File: config.mk
export PLATFORM = sky130hd
export DESIGN_NAME = quad_uart_host_bus_select
export DESIGN_NICKNAME = d
export VERILOG_FILES = /design/src/common/quad_uart_host_pkg.sv /design/src/hw/pin_sync.sv /design/src/hw/quad_uart_host_bus_select.sv
export VERILOG_INCLUDE_DIRS = /design/src /design/src/common
export SDC_FILE = /design/constraint.sdc
export NUM_CORES = 1
export LEC_CHECK = 0
export ABC_AREA = 1
export BUFFER_PORTS_ARGS = -buffer_cell sky130_fd_sc_hd__buf_2
export CORE_ASPECT_RATIO = 0.6
export CORE_MARGIN = 5
export CORE_UTILIZATION = 49
export DETAILED_ROUTE_END_ITERATION = 6
export PLACE_DENSITY = 0.79
export SLEW_MARGIN = 10
export SYNTH_ARGS = -nofsm -noshare
export SYNTH_HDL_FRONTEND = slang
export SYNTH_SLANG_ARGS = --single-unit
File: constraint.sdc
create_clock -name clock -period 1.46 [get_ports clock]
set_input_delay 0.146 -clock clock [delete_from_list [all_inputs] [get_ports clock]]
set_output_delay 0.146 -clock clock [all_outputs]
set_load 0.005 [all_outputs]
File: src/common/quad_uart_host_defines.svh
// Purpose: Shared constants of the quad UART host bus front end
// Assumes: Included by bare name from common/
// Notes:   Definitions only
`ifndef QUAD_UART_HOST_DEFINES_SVH
`define QUAD_UART_HOST_DEFINES_SVH

// Level of the bus-style pin that picks each style
`define QU_STYLE_16_LEVEL     1'b1
`define QU_STYLE_68_LEVEL     1'b0

// Value the internal pull-up gives an undriven bus-style pin
`define QU_STYLE_PULL_LEVEL   1'b1

// Field positions of the synchronised pin bundle
`define QU_PIN_DATA_LSB       0
`define QU_PIN_REGSEL_LSB     8
`define QU_PIN_CHSEL_LSB      11
`define QU_PIN_CS0_BIT        13
`define QU_PIN_CS3_BIT        14
`define QU_PIN_RST_BIT        15
`define QU_PIN_WR_BIT         16
`define QU_PIN_RD_BIT         17
`define QU_PIN_STYLE_BIT      18
`define QU_PIN_WIDTH          19

// Reset value of the pin bundle: strobes and selects idle high
`define QU_PIN_RESET          19'h7F800

// Reset values of the block's own state
`define QU_DATA_RESET         8'h00
`define QU_REGSEL_RESET       3'h0
`define QU_CHSEL_RESET        4'h0

`endif

File: src/common/quad_uart_host_pkg.sv
// Purpose: Types of the quad UART host bus front end
// Assumes: Nothing
// Notes:   Constants live in quad_uart_host_defines.svh
package quad_uart_host_pkg;

  typedef enum logic {
    STYLE_68,
    STYLE_16
  } bus_style_t;

  typedef enum logic [1:0] {
    ACC_IDLE,
    ACC_READ,
    ACC_WRITE
  } access_state_t;

endpackage : quad_uart_host_pkg

File: src/hw/pin_sync.sv
// Purpose: Two-stage synchroniser for a bundle of host pins
// Assumes: Pins are asynchronous to clock
// Notes:   First stage is read only by the second stage
module pin_sync
  #(parameter int          WIDTH     = 1,
    parameter logic [WIDTH-1:0] RESET_VAL = '0)
  (
  // Clock and reset
  input  wire logic             clock,
  input  wire logic             rst_n,
  // Pins in, synchronised levels out
  input  wire logic [WIDTH-1:0] pin_in,
  output      logic [WIDTH-1:0] pin_sync_out
  );

  if (WIDTH < 1) begin : g_bad_width
    $error("pin_sync needs at least one bit");
  end

  logic [WIDTH-1:0] meta_q;
  logic [WIDTH-1:0] stable_q;

  generate
    for (genvar i = 0; i < WIDTH; i++) begin : g_bit
      always_ff @(posedge clock) begin
        if (!rst_n) begin
          meta_q[i]   <= RESET_VAL[i];
          stable_q[i] <= RESET_VAL[i];
        end else begin
          meta_q[i]   <= pin_in[i];
          stable_q[i] <= meta_q[i];
        end
      end
    end
  endgenerate

  assign pin_sync_out = stable_q;

endmodule : pin_sync

File: src/hw/quad_uart_host_bus_select.sv
// Purpose: Host bus front end of a four-channel UART, two bus styles
// Assumes: Host pins are asynchronous and pass two flip-flops first
// Notes:   Channel register contents and interrupt sources sit behind the block
//
// Contract
// - Bus-style pin high selects the strobe 16-style bus, low the read/write 68-style bus.
// - An undriven bus-style pin is pulled high, giving the 16-style bus.
// - In 68-style the write strobe is the read/write line, reset is active low, read strobe ignored.
// - In 68-style the four channel interrupts are ORed onto one open-source request output.
// - The low three address pins choose the register of the selected channel in both styles.
// - In 68-style the two upper address pins pick the channel only while chip select is low.
// - In 16-style the two upper address pins are the active-low selects of channels two and three.
// - In 68-style chip select low enables all channels and the channel bits make the final choice.
// - In 16-style the common chip select is the active-low select of the first channel.
// - In 16-style a falling read strobe drives the chosen register onto the eight data lines.
// - A 16-style channel interrupt is high only with modem-control bit 3, source enabled and a condition.
// - Data bit 0 is the least significant bit and is carried unchanged to the channel.
module quad_uart_host_bus_select
  import quad_uart_host_pkg::*;
  #(parameter int NUM_CHANNELS = 4,
    parameter int DATA_W       = 8)
  (
  // Clock and reset
  input  wire logic                       clock,
  input  wire logic                       rst_n,
  // Bus-style select pin and its pull-up
  input  wire logic                       bus_style_level,
  input  wire logic                       bus_style_driven,
  // Host strobes, selects and reset pin
  input  wire logic                       read_strobe_n,
  input  wire logic                       write_strobe_n,
  input  wire logic                       reset_pin,
  input  wire logic                       first_channel_select_n,
  input  wire logic                       fourth_channel_select_n,
  input  wire logic [1:0]                 channel_sel_bits,
  input  wire logic                       reg_sel_bit0,
  input  wire logic                       reg_sel_bit1,
  input  wire logic                       reg_sel_bit2,
  // Host data bus, split into its three signals
  input  wire logic [DATA_W-1:0]          host_bus_lines_in,
  output      logic [DATA_W-1:0]          host_bus_lines_out,
  output      logic                       host_bus_lines_oe,
  // Interrupt pins
  output      logic [NUM_CHANNELS-1:0]    channel_irq,
  output      logic                       combined_irq_out,
  output      logic                       combined_irq_oe,
  // Channel side: access
  output      logic [NUM_CHANNELS-1:0]    chan_select,
  output      logic [2:0]                 chan_reg_addr,
  output      logic                       chan_read_pulse,
  output      logic                       chan_write_pulse,
  output      logic [DATA_W-1:0]          chan_write_data,
  input  wire logic [NUM_CHANNELS*DATA_W-1:0] chan_read_data,
  output      logic                       chan_reset,
  output      logic                       style_is_16,
  // Channel side: interrupt state
  input  wire logic [NUM_CHANNELS-1:0]    modem_control_reg_bit3,
  input  wire logic [NUM_CHANNELS-1:0]    irq_enable_reg_hit,
  input  wire logic [NUM_CHANNELS-1:0]    irq_condition
  );

  `include "quad_uart_host_defines.svh"

  if (NUM_CHANNELS != 4 || DATA_W != 8) begin : g_bad_params
    $error("quad_uart_host_bus_select serves four eight-bit channels only");
  end

  // Channel choice in either style
  function automatic logic [3:0] decode_select(input bus_style_t style,
                                               input logic       cs0_n,
                                               input logic [1:0] upper,
                                               input logic       cs3_n);
    logic [3:0] sel;
    sel = 4'h0;
    if (style == STYLE_16) begin
      sel[0] = ~cs0_n;
      sel[1] = ~upper[0];
      sel[2] = ~upper[1];
      sel[3] = ~cs3_n;
    end else if (!cs0_n) begin
      sel = 4'h1 << upper;
    end
    return sel;
  endfunction : decode_select

  // Index of the lowest set select; the host is expected to raise one only
  function automatic logic [1:0] select_index(input logic [3:0] sel);
    logic [1:0] idx;
    idx = 2'h0;
    for (int i = 3; i >= 0; i--) begin
      if (sel[i]) begin
        idx = 2'(i);
      end
    end
    return idx;
  endfunction : select_index

  // Pin synchronisation
  logic [`QU_PIN_WIDTH-1:0] pins_raw;
  logic [`QU_PIN_WIDTH-1:0] pins;
  logic                     style_pin;

  // Weak pull-up: an undriven pin reads high
  assign style_pin = bus_style_driven ? bus_style_level : `QU_STYLE_PULL_LEVEL;

  assign pins_raw = {style_pin, read_strobe_n, write_strobe_n, reset_pin,
                     fourth_channel_select_n, first_channel_select_n, channel_sel_bits,
                     reg_sel_bit2, reg_sel_bit1, reg_sel_bit0, host_bus_lines_in};

  pin_sync #(
    .WIDTH     (`QU_PIN_WIDTH),
    .RESET_VAL (`QU_PIN_RESET)
  ) u_pin_sync (
    .clock        (clock),
    .rst_n        (rst_n),
    .pin_in       (pins_raw),
    .pin_sync_out (pins)
  );

  // Decoded pin fields
  bus_style_t         style;
  logic               rd_n;
  logic               rw;
  logic               rst_level;
  logic [3:0]         sel_now;
  logic [2:0]         reg_now;
  logic [DATA_W-1:0]  data_now;
  logic               read_active;
  logic               write_active;

  assign style     = (pins[`QU_PIN_STYLE_BIT] == `QU_STYLE_16_LEVEL) ? STYLE_16 : STYLE_68;
  assign rd_n      = pins[`QU_PIN_RD_BIT];
  assign rw        = pins[`QU_PIN_WR_BIT];
  assign rst_level = pins[`QU_PIN_RST_BIT];
  assign reg_now   = pins[`QU_PIN_REGSEL_LSB +: 3];
  assign data_now  = pins[`QU_PIN_DATA_LSB +: DATA_W];
  assign sel_now   = decode_select(style, pins[`QU_PIN_CS0_BIT],
                                   pins[`QU_PIN_CHSEL_LSB +: 2], pins[`QU_PIN_CS3_BIT]);

  // 68-style: read strobe is not looked at; the write pin is the direction
  always_comb begin
    if (style == STYLE_16) begin
      read_active  = !rd_n && (|sel_now);
      write_active = !rw && (|sel_now);
    end else begin
      read_active  = (|sel_now) && rw;
      write_active = (|sel_now) && !rw;
    end
  end

  // Access sequencing
  access_state_t      state_q;
  logic [3:0]         sel_q;
  logic [2:0]         reg_q;
  logic [DATA_W-1:0]  rd_data_q;
  logic [DATA_W-1:0]  wr_data_q;
  logic               oe_q;
  logic               rd_arm_q;
  logic               rd_pulse_q;
  logic               wr_pulse_q;

  always_ff @(posedge clock) begin
    if (!rst_n) begin
      state_q <= ACC_IDLE;
    end else begin
      case (state_q)
        ACC_IDLE: begin
          if (read_active) begin
            state_q <= ACC_READ;
          end else if (write_active) begin
            state_q <= ACC_WRITE;
          end
        end
        ACC_READ: begin
          if (!read_active) begin
            state_q <= ACC_IDLE;
          end
        end
        ACC_WRITE: begin
          if (!write_active) begin
            state_q <= ACC_IDLE;
          end
        end
        default: begin
          state_q <= ACC_IDLE;
        end
      endcase
    end
  end

  // Select and register address are held for the whole access
  always_ff @(posedge clock) begin
    if (!rst_n) begin
      sel_q <= `QU_CHSEL_RESET;
      reg_q <= `QU_REGSEL_RESET;
    end else if (state_q == ACC_IDLE && (read_active || write_active)) begin
      sel_q <= sel_now;
      reg_q <= reg_now;
    end else if (state_q == ACC_IDLE) begin
      sel_q <= `QU_CHSEL_RESET;
    end
  end

  // Read data is taken once, a cycle after the access starts, when chan_reg_addr
  // already names the new register; earlier it would return the old register
  always_ff @(posedge clock) begin
    if (!rst_n) begin
      rd_data_q <= `QU_DATA_RESET;
      oe_q      <= 1'b0;
    end else begin
      if (rd_arm_q) begin
        rd_data_q <= chan_read_data[select_index(sel_q)*DATA_W +: DATA_W];
      end
      oe_q <= read_active && (state_q == ACC_READ);
    end
  end

  // Write data follows the bus until the trailing edge ends the access
  always_ff @(posedge clock) begin
    if (!rst_n) begin
      wr_data_q <= `QU_DATA_RESET;
    end else if (write_active) begin
      wr_data_q <= data_now;
    end
  end

  always_ff @(posedge clock) begin
    if (!rst_n) begin
      rd_arm_q   <= 1'b0;
      rd_pulse_q <= 1'b0;
      wr_pulse_q <= 1'b0;
    end else begin
      rd_arm_q   <= (state_q == ACC_IDLE) && read_active;
      rd_pulse_q <= rd_arm_q;
      wr_pulse_q <= (state_q == ACC_WRITE) && !write_active;
    end
  end

  // Reset pin polarity depends on the style
  logic chan_reset_q;

  always_ff @(posedge clock) begin
    if (!rst_n) begin
      chan_reset_q <= 1'b1;
    end else begin
      chan_reset_q <= (style == STYLE_16) ? rst_level : !rst_level;
    end
  end

  // Interrupts: per-channel pins in 16-style, one shared request in 68-style
  logic [NUM_CHANNELS-1:0] irq_q;
  logic                    combined_q;
  logic [NUM_CHANNELS-1:0] irq_live;

  assign irq_live = modem_control_reg_bit3 & irq_enable_reg_hit & irq_condition;

  always_ff @(posedge clock) begin
    if (!rst_n) begin
      irq_q      <= '0;
      combined_q <= 1'b0;
    end else begin
      irq_q      <= (style == STYLE_16) ? irq_live : '0;
      combined_q <= (style == STYLE_68) && (|(irq_enable_reg_hit & irq_condition));
    end
  end

  // Outputs
  assign host_bus_lines_out = rd_data_q;
  assign host_bus_lines_oe  = oe_q;
  assign channel_irq        = irq_q;
  // Open source: drives high while pending, floats otherwise
  assign combined_irq_out   = combined_q;
  assign combined_irq_oe    = combined_q;
  assign chan_select        = sel_q;
  assign chan_reg_addr      = reg_q;
  assign chan_read_pulse    = rd_pulse_q;
  assign chan_write_pulse   = wr_pulse_q;
  assign chan_write_data    = wr_data_q;
  assign chan_reset         = chan_reset_q;
  assign style_is_16        = (style == STYLE_16);

endmodule : quad_uart_host_bus_select

Word level (Yosys, flattened, before mapping)
Cells that the tools add are included.
{"block": "word_totals", "regBits": 73, "inputBits": 66, "out_inout_bits": 34, "word_cells": 103}
{"block": "op_classes", "eq_ne": 5, "shift": 2, "n_mux": 18, "bitwise": 8, "reduce_logical": 20}
{"cell": "$shiftx 32x6->8", "n": 1}
{"cell": "$mux 2", "n": 10}
{"cell": "$mux 4", "n": 4}
{"cell": "$and 4x4->4", "n": 3}
{"cell": "$logic_and 1x1->1", "n": 8}
{"cell": "$reduce_or 4->1", "n": 2}
{"cell": "$pmux 2 s3", "n": 1}
{"cell": "$not 1->1", "n": 5}
{"cell": "$logic_not 1->1", "n": 4}
{"cell": "$ne 2x2->1 const B", "n": 2}
{"cell": "$reduce_and 2->1", "n": 2}
{"cell": "$shl 1x2->4 const A", "n": 1}
{"cell": "$mux 1", "n": 3}
{"cell": "$ne 3x3->1 const B", "n": 1}
{"cell": "$reduce_and 3->1", "n": 1}
{"cell": "$eq 2x1->1 const B", "n": 1}
{"cell": "$eq 2x2->1 const B", "n": 1}
{"cell": "$logic_not 2->1", "n": 1}
{"cell": "$reduce_bool 2->1", "n": 1}
{"cell": "$logic_or 1x1->1", "n": 1}

Depth between registers and ports, before layout
{"block": "depth", "ltp_word": 9, "ltp_mapped": 9, "ltp_nobuf": 9}

Hierarchy
Synthesis repeated with hierarchy kept, for this count alone.
{"block": "hier_totals", "hier_cells": 360, "hier_area_um2": 2771.4}
{"module": "quad_uart_host_bus_select", "n_inst": 1, "cells_per_inst": 242, "area_per_inst_um2": 1694.1, "seq_area_each_um2": 700.7}
{"module": "pin_sync", "n_inst": 1, "cells_per_inst": 118, "area_per_inst_um2": 1077.3, "seq_area_each_um2": 760.7}

Worst setup path after synthesis
No wires, ideal clock.
{"block": "synth_timing", "path_kind": "reg-to-reg", "from": "reg u_pin_sync.stable_q[18], in the netlist u_pin_sync.pin_sync_out[18]", "to": "reg wr_data_q[0], in the netlist chan_write_data[0]", "setup_ps": 113, "t_arrival_ps": 1174, "t_required_ps": 1347, "slack_ps": 173, "path_stages_with_launch": 10, "n_path_buf": 0, "period_less_slack_ps": 1287, "cell_sequence": "dfxtp_1 > inv_4 > nand2_4 > nor2_2 > nor2_4 > nand3_4 > nand2_8 > inv_8 > nor2_2 > nor2_1"}
{"block": "synth_via", "elab_chain_cells": 4}
{"item": "start: declaration", "line_no": "pin_sync.sv:21", "text": "logic [WIDTH-1:0] stable_q;"}
{"item": "start signal: indexed assignment", "line_no": "pin_sync.sv:28", "text": "stable_q[i] <= RESET_VAL[i];"}
{"item": "start signal: indexed assignment", "line_no": "pin_sync.sv:31", "text": "stable_q[i] <= meta_q[i];"}
{"item": "$mux 1", "line_no": "quad_uart_host_bus_select.sv:131", "text": "assign style = (pins[`QU_PIN_STYLE_BIT] == `QU_STYLE_16_LEVEL) ? STYLE_16 : STYLE_68;"}
{"item": "$mux 4", "line_no": "quad_uart_host_bus_select.sv:75", "text": "if (style == STYLE_16) begin"}
{"item": "$reduce_or 4->1", "line_no": "quad_uart_host_bus_select.sv:144, quad_uart_host_bus_select.sv:147"}
{"item": "$logic_and 1x1->1", "line_no": "quad_uart_host_bus_select.sv:144, quad_uart_host_bus_select.sv:147"}
{"item": "end signal: assignment", "line_no": "quad_uart_host_bus_select.sv:221", "text": "wr_data_q <= `QU_DATA_RESET;"}
{"item": "end signal: assignment", "line_no": "quad_uart_host_bus_select.sv:223", "text": "wr_data_q <= data_now;"}
{"item": "end: declaration", "line_no": "quad_uart_host_bus_select.sv:156", "text": "logic [DATA_W-1:0] wr_data_q;"}
No other way between the ends.
A chain may end at the register's enable or synchronous reset.

Worst setup path after layout
{"block": "layout_timing", "from": "reg u_pin_sync.stable_q[18], in the netlist u_pin_sync.pin_sync_out[18]", "to": "reg reg_q[2], in the netlist chan_reg_addr[2]"}
{"block": "layout_via", "elab_chain_cells": 7, "elab_cells_between_ends": 9, "cone_classes": "mux (3); reduce/logical (6)"}
{"item": "$mux 1 *", "line_no": "quad_uart_host_bus_select.sv:131"}
{"item": "$mux 4", "line_no": "quad_uart_host_bus_select.sv:75"}
{"item": "$reduce_or 4->1"}
{"item": "$logic_and 1x1->1, on equally long branches", "line_no": "quad_uart_host_bus_select.sv:146, quad_uart_host_bus_select.sv:143"}
{"item": "$mux 1", "line_no": "quad_uart_host_bus_select.sv:142", "text": "if (style == STYLE_16) begin"}
{"item": "$logic_or 1x1->1 *", "line_no": "quad_uart_host_bus_select.sv:196", "text": "end else if (state_q == ACC_IDLE && (read_active || write_active)) begin"}
{"item": "$logic_and 1x1->1 *", "line_no": "quad_uart_host_bus_select.sv:196"}
{"item": "end signal: assignment", "line_no": "quad_uart_host_bus_select.sv:195", "text": "reg_q <= `QU_REGSEL_RESET;"}
{"item": "end signal: assignment", "line_no": "quad_uart_host_bus_select.sv:198", "text": "reg_q <= reg_now;"}
{"item": "end: declaration", "line_no": "quad_uart_host_bus_select.sv:154", "text": "logic [2:0] reg_q;"}
Every way passes the cells marked *; elsewhere a longest branch is shown, timed or not.

==> run metrics <==
status complete, no violations; Placer Congestion ~0.80; H-tree levels 3; initial antenna violation count 0; latest clock arrival within the worst-skew pair approximately 0.35 ns; area occupied by multi-input gates about 1100 µm²; crit path kind flip-flop to flip-flop; Hold WS about 0.045 ns; Core Area around 5600 µm²; worst-case clock skew about 0.0085 ns; reg2reg path depth 8; layout cell share with drive strength beyond 1 a little over a third; cts bufs inserted 9; fin. max-slew vios 0; Syn Nets slightly above 400; post-layout worst setup margin 0.08229 ns; R2R Path End chan_reg_addr[2]; Worst Hold Endpoint channel_irq[0]; Post-Syn Area between 2000 and 3000 µm²; Critical Path Fanout Max 8; first-pass GRT wire length around 10 mm; max_slew headroom 68.71%; EDFF count, synth 0; Synthesis Warnings 0; Ports 100; register area share after synthesis 52.03%; CTS tree built; Slowest cell on crit path dfxtp_2; Cell Rows 21; Hold Vio Cnt, Final 0; die area ~7400 µm²; f_max 0.7258 GHz; Clock Path Buffers 2; final wirelength roughly 6.5 mm; Synth Flop Type dfxtp_1; height of the die slightly below 70 µm; Distinct cells, synth 33; Worst setup SP type flip-flop; VDD IR max 0.8135 mV; CTS Root Cell clkbuf_8; GRT Util Overall ~18%; Final Critical Period 1.378 ns; maxcap violations 0; register area approximately 1500 µm²; Die W about 110 µm; Worst Tran Pin Value roughly 0.47 ns; routed len/inst ~12 µm; antenna cells 0; vias in the first global route 2181; Pwr Total around 4300 µW; critical path, cell by cell inv_4 > nor2_1 > a21oi_2 > nand3_4 > o211ai_4 > nand2_1 > nand2_1 > nor2_1; PD cells approximately 1100 nW/µm²; final setup fails 0; drt first pass iters 4; Final period util a little over nine tenths; CP max stage delay 0.34 ns; Hold Path Class primary input to flip-flop; mean post-synth cell area 8.095 µm²; RR Startpoint u_pin_sync.pin_sync_out[18]; setup TNS 0 ns; WHS Path Cells 3; initial core utilization between 50% and 60%; DR iter-0 viols 116; Worst EP arrival roughly 1.6 ns; Routed Antenna Nets 0; Yosys reg bits 73; DRC Markers 0; DR vias about 2.5k; GRT Residual Overflow 0; Worst-path clk slew 0.08 ns; Worst Path Required approximately 1.7 ns; NumNets Final 540; HPWL after DPL approximately 4.5 mm; Worst R2R Setup Slack around 0.082 ns; Worst Setup End Kind flip-flop; startpoint of the lowest-slack hold path irq_enable_reg_hit[0]; Clock Sinks 73; pin count of the biggest net entering global routing 33; leakage power total 0.002091 µW; Vias per Instance around 4.5; dpl ws 0.1119 ns; IO buf count ~100; fillcell total ~440; fraction of registers with async set/reset 0%; Syn Inst Count roughly 350; Synth-to-Final Area Change 38.49%
worst max-delay path by stage:
stage | startpoint | end | slack [ns] | depth (start not counted)
final | u_pin_sync.pin_sync_out[18] | chan_reg_addr[2] | 0.08 | 8
after global routing | u_pin_sync.pin_sync_out[12] | chan_reg_addr[1] | -0.02 | 8
after detailed placement | u_pin_sync.pin_sync_out[18] | chan_write_data[6] | 0.11 | 8
after CTS | u_pin_sync.pin_sync_out[18] | chan_write_data[6] | 0.1 | 8
after global placement | u_pin_sync.pin_sync_out[18] | chan_write_data[0] | 0.19 | 8
after floorplan | u_pin_sync.pin_sync_out[18] | chan_write_data[0] | 0.17 | 9
Yosys cell counts (2+ instances only):
master      n  area share (%)
dfxtp_1    73              52
a21oi_1    14             2.5
nor3b_1     4             1.1
nand2_1    61             8.2
o21ai_2     2            0.62
o21ai_1     9             1.6
o21ai_0     8             1.4
nor2_2     10             2.2
buf_1       2            0.27
o211ai_1    8             2.1
or2_2      15             3.3
clkbuf_1    8             1.1
nor2_1     40             5.3
a21oi_2     2            0.62
buf_2       3            0.53
o2111ai_1   4             1.2
nand3_1     8             1.4
inv_1      61             8.2
layer usage:
layer | wire (µm) | track usage (%) | vias to the layer above | share of wire (%)
li1 | - | - | 1322 | -
met4 | 108 | 7.244 | 0 | 1.7
met1 | 3166 | 23.72 | 1070 | 49
met2 | 2698 | 26.39 | 84 | 42
met3 | 515 | 5.953 | 12 | 7.9
met5 | 0 | 0 | - | 0
stage by stage:
step	util (%)	instances	instance area, µm²
floorplan	-	347	2809
global placement	61.43	519	3422
detailed placement	61.43	519	3422
CTS	69.07	555	3847
global route	69.83	559	3890
finish	69.83	559	3890
registers in the layout, summed over array words and instances (netlist names):
register                 count
u_pin_sync.meta_q           19
u_pin_sync.pin_sync_out     19
chan_write_data              8
host_bus_lines_out           8
chan_select                  4
channel_irq                  4
chan_reg_addr                3
state_q                      2
chan_read_pulse              1
chan_reset                   1
chan_write_pulse             1
combined_irq_oe              1
host_bus_lines_oe            1
rd_arm_q                     1
worst max-delay path, delay by kind of cell, from the launching register on:
kind | cells | cell delay [ns]
AND/OR/NAND/NOR | 5 | 0.47
AO/OA/AOI/OAI | 2 | 0.38
flip-flops | 1 | 0.34
buffers and inverters | 1 | 0.09
what timing repair did:
action / CTS / global route
endpoints found under the setup margin: 0 / 1
hold endpoints to repair: 19 / 0
hold buffers: 20 / 0
gates resized for setup: 0 / 3
setup buffers: 0 / 3
report_power, final:
group / leakage (µW) / internal, µW / switching (µW)
logic: 0.00138 / 212 / 202
registers: 0.000597 / 2070 / 33.0
clock network: 0.000112 / 978 / 765
total: 0.00209 / 3260 / 1000
cells in the final DEF (no fill, tap or decap), types with 3 or more instances in the layout:
cell type and n:
o2111ai_1 4, nand3_1 8, nand2_1 61, clkbuf_8 9
dfxtp_1 70, nor3b_1 4, dlygate4sd3_1 20, dfxtp_2 3
o21ai_1 9, buf_2 99, nor2_1 40, inv_1 61
buf_4 7, or2_2 15, nor2_2 10, a21oi_1 14
o21ai_0 8, o211ai_1 8
cell type report:
| class | count | area share [%] |
|---|---|---|
| Sequential cell | 73 | 37.66 |
| Clock buffer | 9 | 3.184 |
| Clock inverter | 7 | 2.605 |
| Multi-Input combinational cell | 198 | 27.05 |
| Tap cell | 80 | 2.573 |
| Timing Repair Buffer | 129 | 20.59 |
| Inverter | 63 | 6.336 |
kinds of logic (layout without fill, tap and decap cells):
kind of cell / count (synthesis) / count (layout) / synth area share [%]
and+or+nand+nor: 147 / 148 / 25.61
DFF: 73 / 73 / 52.03
buffers and inverters: 77 / 208 / 10.91
AOI/OAI and AO/OA: 50 / 50 / 11.45
Note: power is estimated with default switching activity, not from simulation.
